**config.mk**
```make
export PLATFORM = sky130hd
export DESIGN_NAME = rtu_io_status_regs
export DESIGN_NICKNAME = d
export VERILOG_FILES = /design/src/hw/rtu_pkg.sv /design/src/hw/rtu_io_status_regs.sv
export SDC_FILE = /design/constraint.sdc
export NUM_CORES = 2
export LEC_CHECK = 0
export BUFFER_PORTS_ARGS = -buffer_cell sky130_fd_sc_hd__buf_2
export CORE_UTILIZATION = 30
export CTS_CLUSTER_SIZE = 16
export DETAILED_ROUTE_END_ITERATION = 12
export PLACE_DENSITY = 0.44
export SYNTH_ARGS = -nofsm -noshare
export SYNTH_HDL_FRONTEND = slang
export SYNTH_SLANG_ARGS = --single-unit
```
**constraint.sdc**
```tcl
create_clock -name clock_in -period 14.2 [get_ports clock_in]
set_clock_uncertainty 0.2 [all_clocks]
set_input_delay 2.13 -clock clock_in [delete_from_list [all_inputs] [get_ports clock_in]]
set_output_delay 2.13 -clock clock_in [all_outputs]
set_load 0.005 [all_outputs]
```
**src/hw/rtu_pkg.sv**
```systemverilog
// Register map, response codes and timing constants of the IO status register bank
package rtu_pkg;
    // Register addresses
    localparam logic [15:0] DIN_MASK_ADDR = 16'h138C;
    localparam logic [15:0] DOUT_MASK_ADDR = 16'h138D;
    localparam logic [15:0] OPEN_DRAIN_ADDR = 16'h138E;
    localparam logic [15:0] SWITCHED_ADDR = 16'h138F;
    localparam logic [15:0] DUAL_SOL_ADDR = 16'h1393;
    localparam logic [15:0] TRIPLE_SOL_ADDR = 16'h1394;
    localparam logic [15:0] PULLUP_ADDR = 16'h1395;
    localparam logic [15:0] UPTIME_ADDR = 16'h13A6;
    localparam logic [15:0] ACCEL_X_ADDR = 16'h1450;
    localparam logic [15:0] ACCEL_Y_ADDR = 16'h1451;
    localparam logic [15:0] ACCEL_Z_ADDR = 16'h1452;
    localparam logic [15:0] MOTION_VAL_ADDR = 16'h1453;
    localparam logic [15:0] MOTION_FLAG_ADDR = 16'h1454;
    localparam logic [15:0] STILL_MS_ADDR = 16'h1455;
    localparam logic [15:0] MOVING_MS_ADDR = 16'h1456;
    localparam logic [15:0] PULSE_MASK_ADDR = 16'h1482;
    localparam logic [15:0] PULSE_LIMIT_ADDR = 16'h1483;
    localparam logic [15:0] PULSE_COUNT_ADDR = 16'h1484;
    localparam logic [15:0] ADC_RAW_BASE = 16'h1770;
    localparam logic [15:0] ADC_PRECISE_BASE = 16'h1798;
    localparam logic [15:0] TEMPERATURE_ADDR = 16'h17AC;
    localparam logic [15:0] TEXT_OUT_ADDR = 16'h17D4;
    // Channels per ADC register group
    localparam logic [15:0] ADC_CHANNELS = 16'h0010;
    // Exception codes
    localparam logic [7:0] EXC_NONE = 8'h00;
    localparam logic [7:0] EXC_ILLEGAL_FUNC = 8'h01;
    localparam logic [7:0] EXC_ILLEGAL_ADDR = 8'h02;
    // Uptime field limits
    localparam logic [7:0] SEC_LAST = 8'h3B;
    localparam logic [7:0] MIN_LAST = 8'h3B;
    localparam logic [7:0] HOUR_LAST = 8'h17;
    localparam logic [9:0] MS_PER_SEC_LAST = 10'h3E7;
    // Timing
    localparam int CLOCK_HZ = 25000000;
    localparam int TICK_MS = 1;
    localparam int TICK_CYCLES = CLOCK_HZ / 1000 * TICK_MS;
    // Zero and saturation values
    localparam logic [31:0] ZERO32 = 32'h00000000;
    localparam logic [31:0] SAT32 = 32'hFFFFFFFF;
    localparam logic [15:0] SAT16 = 16'hFFFF;
endpackage : rtu_pkg

```
**src/hw/rtu_io_status_regs.sv**
```systemverilog
// IO status register bank with uptime, motion timers, momentary supervision and ADC holding
`timescale 1ns/100ps
module rtu_io_status_regs
    import rtu_pkg::*;
#(
    parameter int TICK_CYCLES_P = TICK_CYCLES
)
(
    input wire logic clock_in,
    input wire logic rst_b_in,
    // Register request port
    input wire logic req_valid_in,
    input wire logic req_write_in,
    input wire logic [15:0] req_addr_in,
    input wire logic [15:0] req_wdata_in,
    output logic rsp_valid_out,
    output logic rsp_exception_out,
    output logic [7:0] rsp_exc_code_out,
    output logic [31:0] rsp_data_out,
    // Terminal configuration from the IO setup logic
    input wire logic [15:0] din_mask_in,
    input wire logic [15:0] dout_mask_in,
    input wire logic [15:0] open_drain_mask_in,
    input wire logic [15:0] switched_dc_output_in,
    input wire logic [15:0] dual_pin_solenoid_in,
    input wire logic [15:0] three_pin_solenoid_in,
    input wire logic [31:0] pulled_up_input_in,
    // Accelerometer results
    input wire logic [15:0] accel_x_in,
    input wire logic [15:0] accel_y_in,
    input wire logic [15:0] accel_z_in,
    input wire logic [15:0] motion_value_in,
    input wire logic motion_in,
    // Momentary supervision
    input wire logic [15:0] pulse_mask_in,
    input wire logic [15:0] pulse_limit_s_in,
    input wire logic [15:0] output_state_in,
    output logic [15:0] pulse_clear_out,
    // ADC results
    input wire logic adc_raw_wr_in,
    input wire logic [3:0] adc_raw_chan_in,
    input wire logic [15:0] adc_raw_data_in,
    input wire logic adc_precise_wr_in,
    input wire logic [3:0] adc_precise_chan_in,
    input wire logic [31:0] adc_precise_data_in,
    input wire logic [15:0] temperature_in,
    // Text output stream
    output logic text_valid_out,
    output logic [15:0] text_data_out
);

    // Whole state of the block
    typedef struct packed {
        logic [14:0] div_ms;
        logic [9:0] ms_in_sec;
        logic [7:0] up_sec;
        logic [7:0] up_min;
        logic [7:0] up_hour;
        logic [7:0] up_day;
        logic [31:0] still_ms;
        logic [31:0] moving_ms;
        logic [15:0][15:0] on_secs;
        logic [15:0] pulse_count;
        logic [15:0][15:0] adc_raw;
        logic [15:0][31:0] adc_precise;
        logic rsp_valid;
        logic rsp_exc;
        logic [7:0] rsp_code;
        logic [31:0] rsp_data;
        logic text_valid;
        logic [15:0] text_data;
        logic [15:0] pulse_clear;
    } rtu_state_t;

    rtu_state_t st_reg; // Registered state
    rtu_state_t st_next; // Next state
    logic ms_tick; // One-cycle millisecond enable
    logic sec_tick; // One-cycle second enable
    logic rd_hit; // Address names a readable register
    logic [31:0] rd_data; // Read value for the address
    logic [15:0] raw_off; // Offset into raw ADC group
    logic [15:0] precise_off; // Offset into precise ADC group

    // Last divider count, cut to the divider width
    localparam logic [14:0] DIV_LAST = 15'(TICK_CYCLES_P - 1);

    // Number of set bits in a 16-bit word
    function automatic logic [4:0] rtu_popcount(input logic [15:0] v);
        logic [4:0] n;
        n = 5'h00;
        for (int i = 0; i < 16; i++)
        begin
            n = n + {4'h0, v[i]};
        end
        return n;
    endfunction : rtu_popcount

    // Tick enables from the divider
    assign ms_tick = (st_reg.div_ms == DIV_LAST);
    assign sec_tick = ms_tick && (st_reg.ms_in_sec == MS_PER_SEC_LAST);
    assign raw_off = req_addr_in - ADC_RAW_BASE;
    assign precise_off = req_addr_in - ADC_PRECISE_BASE;

    // Read decode
    always_comb
    begin
        rd_hit = 1'b1;
        rd_data = ZERO32;
        if (raw_off < ADC_CHANNELS)
        begin
            rd_data = {16'h0000, st_reg.adc_raw[raw_off[3:0]]};
        end
        else if (precise_off < ADC_CHANNELS)
        begin
            rd_data = st_reg.adc_precise[precise_off[3:0]];
        end
        else
        begin
            unique case (req_addr_in)
                DIN_MASK_ADDR: rd_data = {16'h0000, din_mask_in};
                DOUT_MASK_ADDR: rd_data = {16'h0000, dout_mask_in};
                OPEN_DRAIN_ADDR: rd_data = {16'h0000, open_drain_mask_in};
                SWITCHED_ADDR: rd_data = {16'h0000, switched_dc_output_in};
                DUAL_SOL_ADDR: rd_data = {16'h0000, dual_pin_solenoid_in};
                TRIPLE_SOL_ADDR: rd_data = {16'h0000, three_pin_solenoid_in};
                PULLUP_ADDR: rd_data = pulled_up_input_in;
                UPTIME_ADDR: rd_data = {st_reg.up_day, st_reg.up_hour, st_reg.up_min, st_reg.up_sec};
                ACCEL_X_ADDR: rd_data = {16'h0000, accel_x_in};
                ACCEL_Y_ADDR: rd_data = {16'h0000, accel_y_in};
                ACCEL_Z_ADDR: rd_data = {16'h0000, accel_z_in};
                MOTION_VAL_ADDR: rd_data = {16'h0000, motion_value_in};
                MOTION_FLAG_ADDR: rd_data = {31'h00000000, motion_in};
                STILL_MS_ADDR: rd_data = st_reg.still_ms;
                MOVING_MS_ADDR: rd_data = st_reg.moving_ms;
                PULSE_MASK_ADDR: rd_data = {16'h0000, pulse_mask_in};
                PULSE_LIMIT_ADDR: rd_data = {16'h0000, pulse_limit_s_in};
                PULSE_COUNT_ADDR: rd_data = {16'h0000, st_reg.pulse_count};
                TEMPERATURE_ADDR: rd_data = {16'h0000, temperature_in};
                default: rd_hit = 1'b0;
            endcase
        end
    end

    // Next-state logic
    always_comb
    begin
        st_next = st_reg;
        st_next.rsp_valid = 1'b0;
        st_next.text_valid = 1'b0;
        st_next.pulse_clear = 16'h0000;
        // Millisecond divider and second prescaler
        st_next.div_ms = ms_tick ? 15'h0000 : st_reg.div_ms + 15'h0001;
        if (ms_tick)
        begin
            st_next.ms_in_sec = sec_tick ? 10'h000 : st_reg.ms_in_sec + 10'h001;
        end
        // Uptime carry chain; days wrap after 255
        if (sec_tick)
        begin
            if (st_reg.up_sec != SEC_LAST)
            begin
                st_next.up_sec = st_reg.up_sec + 8'h01;
            end
            else
            begin
                st_next.up_sec = 8'h00;
                if (st_reg.up_min != MIN_LAST)
                begin
                    st_next.up_min = st_reg.up_min + 8'h01;
                end
                else
                begin
                    st_next.up_min = 8'h00;
                    if (st_reg.up_hour != HOUR_LAST)
                    begin
                        st_next.up_hour = st_reg.up_hour + 8'h01;
                    end
                    else
                    begin
                        st_next.up_hour = 8'h00;
                        st_next.up_day = st_reg.up_day + 8'h01;
                    end
                end
            end
        end
        // Motion timers restart on each change and saturate
        if (motion_in)
        begin
            st_next.still_ms = ZERO32;
            if (ms_tick && st_reg.moving_ms != SAT32)
            begin
                st_next.moving_ms = st_reg.moving_ms + 32'h00000001;
            end
        end
        else
        begin
            st_next.moving_ms = ZERO32;
            if (ms_tick && st_reg.still_ms != SAT32)
            begin
                st_next.still_ms = st_reg.still_ms + 32'h00000001;
            end
        end

        // Momentary supervision per terminal; a zero limit disables it
        for (int i = 0; i < 16; i++)
        begin
            if (pulse_mask_in[i] && output_state_in[i] && !st_reg.pulse_clear[i])
            begin
                if (pulse_limit_s_in != 16'h0000 && st_reg.on_secs[i] >= pulse_limit_s_in)
                begin
                    st_next.pulse_clear[i] = 1'b1;
                    st_next.on_secs[i] = 16'h0000;
                end
                else if (sec_tick && st_reg.on_secs[i] != SAT16)
                begin
                    st_next.on_secs[i] = st_reg.on_secs[i] + 16'h0001;
                end
            end
            else
            begin
                st_next.on_secs[i] = 16'h0000;
            end
        end

        // Each forced bit adds one
        st_next.pulse_count = st_reg.pulse_count + {11'h000, rtu_popcount(st_next.pulse_clear)};

        // Capture of ADC results
        if (adc_raw_wr_in)
        begin
            st_next.adc_raw[adc_raw_chan_in] = adc_raw_data_in;
        end
        if (adc_precise_wr_in)
        begin
            st_next.adc_precise[adc_precise_chan_in] = adc_precise_data_in;
        end

        // Register request handling, answered one cycle later
        if (req_valid_in)
        begin
            st_next.rsp_valid = 1'b1;
            st_next.rsp_exc = 1'b0;
            st_next.rsp_code = EXC_NONE;
            st_next.rsp_data = ZERO32;
            if (req_addr_in == TEXT_OUT_ADDR)
            begin
                if (req_write_in)
                begin
                    st_next.text_valid = 1'b1;
                    st_next.text_data = req_wdata_in;
                end
                else
                begin
                    st_next.rsp_exc = 1'b1;
                    st_next.rsp_code = EXC_ILLEGAL_FUNC;
                end
            end
            else if (!rd_hit)
            begin
                st_next.rsp_exc = 1'b1;
                st_next.rsp_code = EXC_ILLEGAL_ADDR;
            end
            else if (req_write_in)
            begin
                st_next.rsp_exc = 1'b1;
                st_next.rsp_code = EXC_ILLEGAL_FUNC;
            end
            else
            begin
                st_next.rsp_data = rd_data;
            end
        end
    end

    // State register with synchronous reset
    always_ff @(posedge clock_in)
    begin
        if (!rst_b_in)
        begin
            st_reg <= '0;
        end
        else
        begin
            st_reg <= st_next;
        end
    end

    // Outputs straight from the state register
    assign rsp_valid_out = st_reg.rsp_valid;
    assign rsp_exception_out = st_reg.rsp_exc;
    assign rsp_exc_code_out = st_reg.rsp_code;
    assign rsp_data_out = st_reg.rsp_data;
    assign pulse_clear_out = st_reg.pulse_clear;
    assign text_valid_out = st_reg.text_valid;
    assign text_data_out = st_reg.text_data;

    // Checks
    a_ro_write_exc: assert property (@(posedge clock_in) disable iff (!rst_b_in)
        req_valid_in && req_write_in && req_addr_in == DIN_MASK_ADDR
        |=> rsp_valid_out && rsp_exception_out && rsp_exc_code_out == EXC_ILLEGAL_FUNC && !text_valid_out)
        else $error("write to read-only register not refused");

    a_din_read_data: assert property (@(posedge clock_in) disable iff (!rst_b_in)
        req_valid_in && !req_write_in && req_addr_in == DIN_MASK_ADDR
        |=> !rsp_exception_out && rsp_data_out == {16'h0000, $past(din_mask_in)})
        else $error("input mask read returned wrong data");

    a_pullup_read_data: assert property (@(posedge clock_in) disable iff (!rst_b_in)
        req_valid_in && !req_write_in && req_addr_in == PULLUP_ADDR
        |=> rsp_data_out == $past(pulled_up_input_in))
        else $error("pull-up mask read returned wrong data");

    a_motion_flag_read: assert property (@(posedge clock_in) disable iff (!rst_b_in)
        req_valid_in && !req_write_in && req_addr_in == MOTION_FLAG_ADDR
        |=> rsp_data_out == {31'h00000000, $past(motion_in)})
        else $error("motion flag read wrong");

    a_still_clear_move: assert property (@(posedge clock_in) disable iff (!rst_b_in)
        motion_in |=> st_reg.still_ms == ZERO32)
        else $error("still time not cleared during motion");

    a_moving_clear_still: assert property (@(posedge clock_in) disable iff (!rst_b_in)
        !motion_in |=> st_reg.moving_ms == ZERO32)
        else $error("motion time not cleared while still");

    a_uptime_sec_range: assert property (@(posedge clock_in) disable iff (!rst_b_in)
        st_reg.up_sec <= SEC_LAST && st_reg.up_min <= MIN_LAST && st_reg.up_hour <= HOUR_LAST)
        else $error("uptime field out of range");

    a_clear_needs_mask: assert property (@(posedge clock_in) disable iff (!rst_b_in)
        (pulse_clear_out & ~$past(pulse_mask_in & output_state_in)) == 16'h0000)
        else $error("forced clear on unsupervised output");

    a_reset_count_step: assert property (@(posedge clock_in) disable iff (!rst_b_in)
        $past(rst_b_in) |-> st_reg.pulse_count == $past(st_reg.pulse_count) + {11'h000, rtu_popcount(pulse_clear_out)})
        else $error("reset counter step wrong");

    a_adc_raw_hold: assert property (@(posedge clock_in) disable iff (!rst_b_in)
        adc_raw_wr_in |=> st_reg.adc_raw[$past(adc_raw_chan_in)] == $past(adc_raw_data_in))
        else $error("raw ADC result not held");

    a_text_write_out: assert property (@(posedge clock_in) disable iff (!rst_b_in)
        req_valid_in && req_write_in && req_addr_in == TEXT_OUT_ADDR
        |=> text_valid_out && text_data_out == $past(req_wdata_in) && !rsp_exception_out ##1 (!text_valid_out || $past(req_valid_in)))
        else $error("text write not forwarded");

    a_text_read_refused: assert property (@(posedge clock_in) disable iff (!rst_b_in)
        req_valid_in && !req_write_in && req_addr_in == TEXT_OUT_ADDR
        |=> rsp_valid_out && rsp_exception_out && rsp_exc_code_out == EXC_ILLEGAL_FUNC)
        else $error("read of text register not refused");

    a_adc_precise_hold: assert property (@(posedge clock_in) disable iff (!rst_b_in)
        adc_precise_wr_in |=> st_reg.adc_precise[$past(adc_precise_chan_in)] == $past(adc_precise_data_in))
        else $error("precise ADC result not held");

endmodule : rtu_io_status_regs

```
======== After elaboration in Yosys (flattened, before gate mapping) ========
Index checks and enable logic that the tools add are counted.
word-level totals
  word-level logic and storage cells ...... 366
  output and inout bits ................... 75
  register bits ........................... 1236
  input port bits ......................... 351
cells by class
  bitwise gates (word level) .............. 20
  magnitude comparators ................... 24
  reduce and logical (&&, ||, !) cells .... 111
  equality and inequality tests ........... 43
  $add $sub $neg .......................... 42
  mux-type cells .......................... 62
operator list
  operator                                                     number
  case mux 32 bit (19 select lines)                            1
  bitwise mux 512 bit                                          1
  == test 16 x 13 -> 1 bit, second input constant              20
  adder 16 x 1 -> 16 bit, second input constant                16
  bitwise mux 256 bit                                          1
  greater-or-equal comparator 16 bit                           16
  != test 16 bit, second input constant                        16
  two-way mux 32 bit                                           7
  binary-select mux 32 bit (select 4 bit)                      1
  demux 32 bit (select 4 bit)                                  1
  logical AND 1 bit                                            69
  adder 32 x 1 -> 32 bit, second input constant                2
  binary-select mux 16 bit (select 4 bit)                      1
  demux 16 bit (select 4 bit)                                  1
  != test 32 bit, second input constant                        2
  two-way mux 59 bit                                           1
  adder 5 x 1 -> 5 bit                                         11
  OR reduction 3 bit                                           16
  two-way mux 9 bit                                            4
  two-way mux 1 bit                                            35
  two-way mux 17 bit                                           2
  adder 8 x 1 -> 8 bit, second input constant                  4
  less-than comparator 16 x 5 -> 1 bit, second input constant  2
  two-way mux 16 bit                                           2
  24 further kinds                                             70

======== Longest topological paths before layout ========
  depth in word-level cells ............... 20
  gate-level depth with buffers ........... 26

======== Worst setup path before layout ========
OpenSTA, ideal clock, no wires.
  kind .................................... input -> register
  from .................................... in pulse_limit_s_in[1]
  to ...................................... reg st_reg[855] (netlist bit)
  data arrival time ....................... 7.259 ns
  path slack .............................. 6.626 ns
  data required time ...................... 13.885 ns
  stages .................................. 25
  cell sequence ........................... inv_1 -> ha_1 -> a21o_1 -> a21o_1 -> a21oi_1 -> o21ai_0 -> a21oi_1 -> nor4_1 -> fa_1 -> inv_1 -> fa_1 -> fa_1 -> fa_1 -> inv_1 -> fa_1 -> inv_1 -> fa_1 -> nor2b_1 -> o21ai_0 -> a21oi_1 -> o21ai_0 -> nor2_1 -> nand4_1 -> xnor2_1 -> and2_1
RTL lines
  item                  RTL line                   source
  start, declared       rtu_io_status_regs.sv:36   input wire logic [15:0] pulse_limit_s_in,
  end signal, assigned  rtu_io_status_regs.sv:284  st_reg <= st_next;
  end, declared         rtu_io_status_regs.sv:75   rtu_state_t st_reg;

==> results.md <==
- Synth area leader: sky130_fd_sc_hd__dfxtp_1
- Clock Pin Slew Worst Setup and Hold Paths: 0.06 ns
- Placed standard-cell area: 68,200 sq um
- Internal reg-to-reg setup slack: 7.41 ns
- Syn Std Cell Area: 63,500 sq um
- Time the worst path needs with I/O delays and setup: 8.23 ns
- Number of filler cells placed in the layout: 21,362
- Hold path endpoint: text_data_out[13]$_SDFFE_PN0P_
- Final period utilization: 57.9%
- Clock root buffer master: sky130_fd_sc_hd__clkbuf_16
- Outcome: complete, no violations
- Latest clock arrival within the worst-skew pair: 0.81 ns
- Pin count of the biggest net entering global routing: 179
- FF-to-FF Start: st_reg[859]$_SDFFE_PP0P_
- Number of sinks on the clock net: 1,230
- Number of slew-limit violations in the final report: 0
- Proportion of synthesized flip-flops having asynchronous set or reset: 0%
- Setup repair after global routing missed its margin: no
- Ports placed on the boundary: 426
- Via count of the first global-routing pass: 51,303
- Worst Reg2Reg Path Length in Cells: 26
- Synthesized area per cell: 8.73 sq um
- Source of the worst hold timing path: text_data_out[13]$_SDFFE_PN0P_
- Number of flip-flops in the largest register: 1,161
- Wire length of the first global-routing pass: 362,000 um
- Number of enable-type register cells in the synthesized netlist: 0
- Final worst hold slack: 0.252 ns
- Port-buffer cells: 419
- Clock tree from TritonCTS: built
- Setup Viol. Count Final: 0
- Number of buffers created by CTS: 151
- Destination of the worst register-to-register timing path: st_reg[855]$_SDFF_PN0_
- Synthesized netlist cell count: 7,278
- Path type of the worst min-delay path: reg2reg
- Worst-case setup margin in the final layout: 5.97 ns
- Critical path endpoint category: register
- Kind of start point of the critical path: input pin
- Worst setup path class: in2reg
- DP Worst Slack: 5.22 ns
- Tightest Pin Transition: 1.17 ns
- Antenna violations before repair: 51
- Hold_buf cts: 0
- RD Place Congestion: 0.906
- Critical path data required time: 14.68 ns
- Post-synthesis sequential area ratio: 38.8%
- Placement Rows: 168
- Overall routed net length: 250,000 um
- Die area: 214,000 sq um
- Hold-critical path depth: 2
- Leakage power summed over all cells: 0.0258 uW
- Layout-stage area growth over the synthesis result: 15.7%
- Estimated wirelength of the detail-placed design: 170,000 um
- Post-synth top area share: 38.8%
- Die Span Y: 462 um
- Total Negative Setup Slacks: 0 ns
- Arrival time at the worst endpoint: 8.70 ns
- Routed wirelength normalized by instance count: 24.1 um
- Fin. Hold Viols: 0
- Fraction of final layout cells with drive strength greater than 1: 15.4%
- GRT Util Overall: 23.0%
- Synth Warn #: 0
- Crit Path Max Fanout: 10
- Post-detailed-route DRC marker count: 0
- Post-CTS setup buffers: 0
- Die Width: 462 um
- Number of storage elements in the synthesis netlist: 1,230
- Max-capacitance violation count: 0
- Net count of the finished layout: 8,078
- Initial cell density of the core: 30.2%
- PwrDens: 109 nW/um^2
- Final design area excluding fillers: 73,500 sq um
- Peak clock frequency supported by timing: 0.122 GHz
- Core region area: 210,000 sq um
- Number of H-tree branching levels: 4
- Detail-routed via count per cell: 5.21
- Count of routing violations after the opening detailed-route iteration: 4,643
- Iteration count of the initial detailed-routing pass: 10
- Number of distinct library cells after synthesis: 76
- Dominant cells by area after synthesis: sky130_fd_sc_hd__dfxtp_1 39%, sky130_fd_sc_hd__nand2_1 11%, sky130_fd_sc_hd__a21boi_0 9.3%
- Antenna-violating nets left: 0
- Total number of vias: 53,966
- Top FF cell, synth: sky130_fd_sc_hd__dfxtp_1
- Peak supply drop: 0.125 mV
- Max Root-Sink Buffers: 3
- Max-slew headroom at the worst pin: 21.5%
- Gates resized, CTS repair: 0
- Residual overflow from global routing: 0
==> per-layer routing <==
metal / track usage (%) / up-vias / routed length (um) / part of all wire, %
li1: - / 25543 / - / -
met3: 4.34 / 369 / 15100 / 6.0
met4: 7.65 / 56 / 7240 / 2.9
met2: 37.0 / 1480 / 117000 / 47
met5: 0 / - / 369 / 0.15
met1: 30.7 / 26518 / 111000 / 44
==> final cells by class <==
cell class                 instances  area, sq um  share of cell area (%)
inverter                         117          439                   0.598
timing repair buffer             554         3170                    4.31
multi-input combinational       5372        36500                    49.7
tap                             2805         3510                    4.78
clock buffer                     223         4530                    6.17
sequential                      1230        24600                    33.5
antenna                           15         37.5                  0.0511
clock inverter                    50          688                   0.936
==> where the power goes <==
group	total (uW)	switching, uW	internal (uW)
clock	4070	1640	2420
sequential	3490	14.3	3480
combinational	470	304	165
total	8030	1960	6070
==> Yosys cell counts, drive strengths merged (23+ instances only) <==
library cell / number
a21boi: 792
a21o: 97
a21oi: 120
a221oi: 26
a222oi: 29
a22o: 23
a22oi: 77
a31oi: 37
and3: 59
and4: 30
buf: 121
clkbuf: 443
dfxtp: 1230
ha: 289
inv: 117
mux4: 240
nand2: 1826
nand2b: 41
nand3: 179
nand4: 122
nor2: 492
nor2b: 43
nor3: 87
nor4: 65
o21ai: 97
or3: 28
xnor2: 191
xor2: 132
==> cell usage in the layout (no fill, tap or decap), types with 37 or more instances in the layout <==
cell type and n:
sky130_fd_sc_hd__buf_4 135, sky130_fd_sc_hd__a21oi_1 120, sky130_fd_sc_hd__buf_2 414, sky130_fd_sc_hd__nand3_1 175, sky130_fd_sc_hd__nor2b_1 43, sky130_fd_sc_hd__nor3_1 72
sky130_fd_sc_hd__nand2_1 1814, sky130_fd_sc_hd__clkbuf_16 155, sky130_fd_sc_hd__xor2_1 132, sky130_fd_sc_hd__nor4_1 37, sky130_fd_sc_hd__inv_1 117, sky130_fd_sc_hd__and3_1 59
sky130_fd_sc_hd__nand4_1 118, sky130_fd_sc_hd__o21ai_0 84, sky130_fd_sc_hd__xnor2_1 191, sky130_fd_sc_hd__a21boi_0 788, sky130_fd_sc_hd__a22oi_1 77, sky130_fd_sc_hd__dfxtp_1 1230
sky130_fd_sc_hd__nand2b_1 41, sky130_fd_sc_hd__mux4_2 240, sky130_fd_sc_hd__a21o_1 97, sky130_fd_sc_hd__clkbuf_8 40, sky130_fd_sc_hd__nor2_1 467, sky130_fd_sc_hd__ha_1 289
==> worst max-delay path, cell delays in order <==
cell,delay [ns]
sky130_fd_sc_hd__buf_2,0.13
sky130_fd_sc_hd__inv_1,0.38
sky130_fd_sc_hd__buf_4,0.36
sky130_fd_sc_hd__ha_1,0.20
sky130_fd_sc_hd__nand4_1,0.10
sky130_fd_sc_hd__a211oi_1,0.22
sky130_fd_sc_hd__a21oi_1,0.16
sky130_fd_sc_hd__nor4_1,0.65
sky130_fd_sc_hd__fa_1,0.53
sky130_fd_sc_hd__inv_1,0.08
sky130_fd_sc_hd__fa_1,0.44
sky130_fd_sc_hd__fa_1,0.55
sky130_fd_sc_hd__fa_1,0.42
sky130_fd_sc_hd__inv_1,0.08
sky130_fd_sc_hd__fa_1,0.19
sky130_fd_sc_hd__inv_1,0.06
sky130_fd_sc_hd__fa_1,0.38
sky130_fd_sc_hd__nor2b_1,0.15
sky130_fd_sc_hd__o21ai_0,0.13
sky130_fd_sc_hd__a21oi_1,0.34
sky130_fd_sc_hd__o21ai_0,0.26
sky130_fd_sc_hd__nor2_1,0.29
sky130_fd_sc_hd__nand4_1,0.15
sky130_fd_sc_hd__xnor2_1,0.16
sky130_fd_sc_hd__and2_1,0.16
==> metrics by stage <==
| step | utilization, % | total power, uW | cells |
|---|---|---|---|
| global placement | 32.5 | 4030 | 10078 |
| global route | 35.0 | 8320 | 10364 |
| detailed placement | 32.5 | 4040 | 10078 |
| CTS | 35.0 | 8130 | 10351 |
| finish | 35.0 | 8030 | 10366 |
| floorplan | - | 3840 | 7283 |
==> worst max path at each step <==
| stage | start | endpoint |
|---|---|---|
| after floorplan | pulse_limit_s_in[1] | st_reg[855]$_SDFF_PN0_ |
| after global placement | pulse_limit_s_in[10] | st_reg[855]$_SDFF_PN0_ |
| after detailed placement | pulse_limit_s_in[10] | st_reg[855]$_SDFF_PN0_ |
| after CTS | pulse_limit_s_in[10] | st_reg[855]$_SDFF_PN0_ |
| after global routing | pulse_limit_s_in[10] | st_reg[855]$_SDFF_PN0_ |
| final | pulse_limit_s_in[10] | st_reg[855]$_SDFF_PN0_ |
==> cell families (layout without fill, tap and decap cells) <==
| kind of cell | after synthesis | count (layout) | synth area share [%] |
|---|---|---|---|
| and+or+nand+nor | 3076 | 3076 | 21.3 |
| AOI/OAI and AO/OA | 1405 | 1405 | 16.1 |
| DFF | 1230 | 1230 | 38.8 |
| buffers and inverters | 681 | 944 | 4.48 |
| xor gates and xnor gates | 323 | 323 | 4.45 |
| adders and majority gates | 301 | 301 | 6.07 |
| muxes | 261 | 261 | 8.84 |
| other | 1 | 21 | 0.00590 |
No activity file was read; power rests on OpenSTA's default activity.
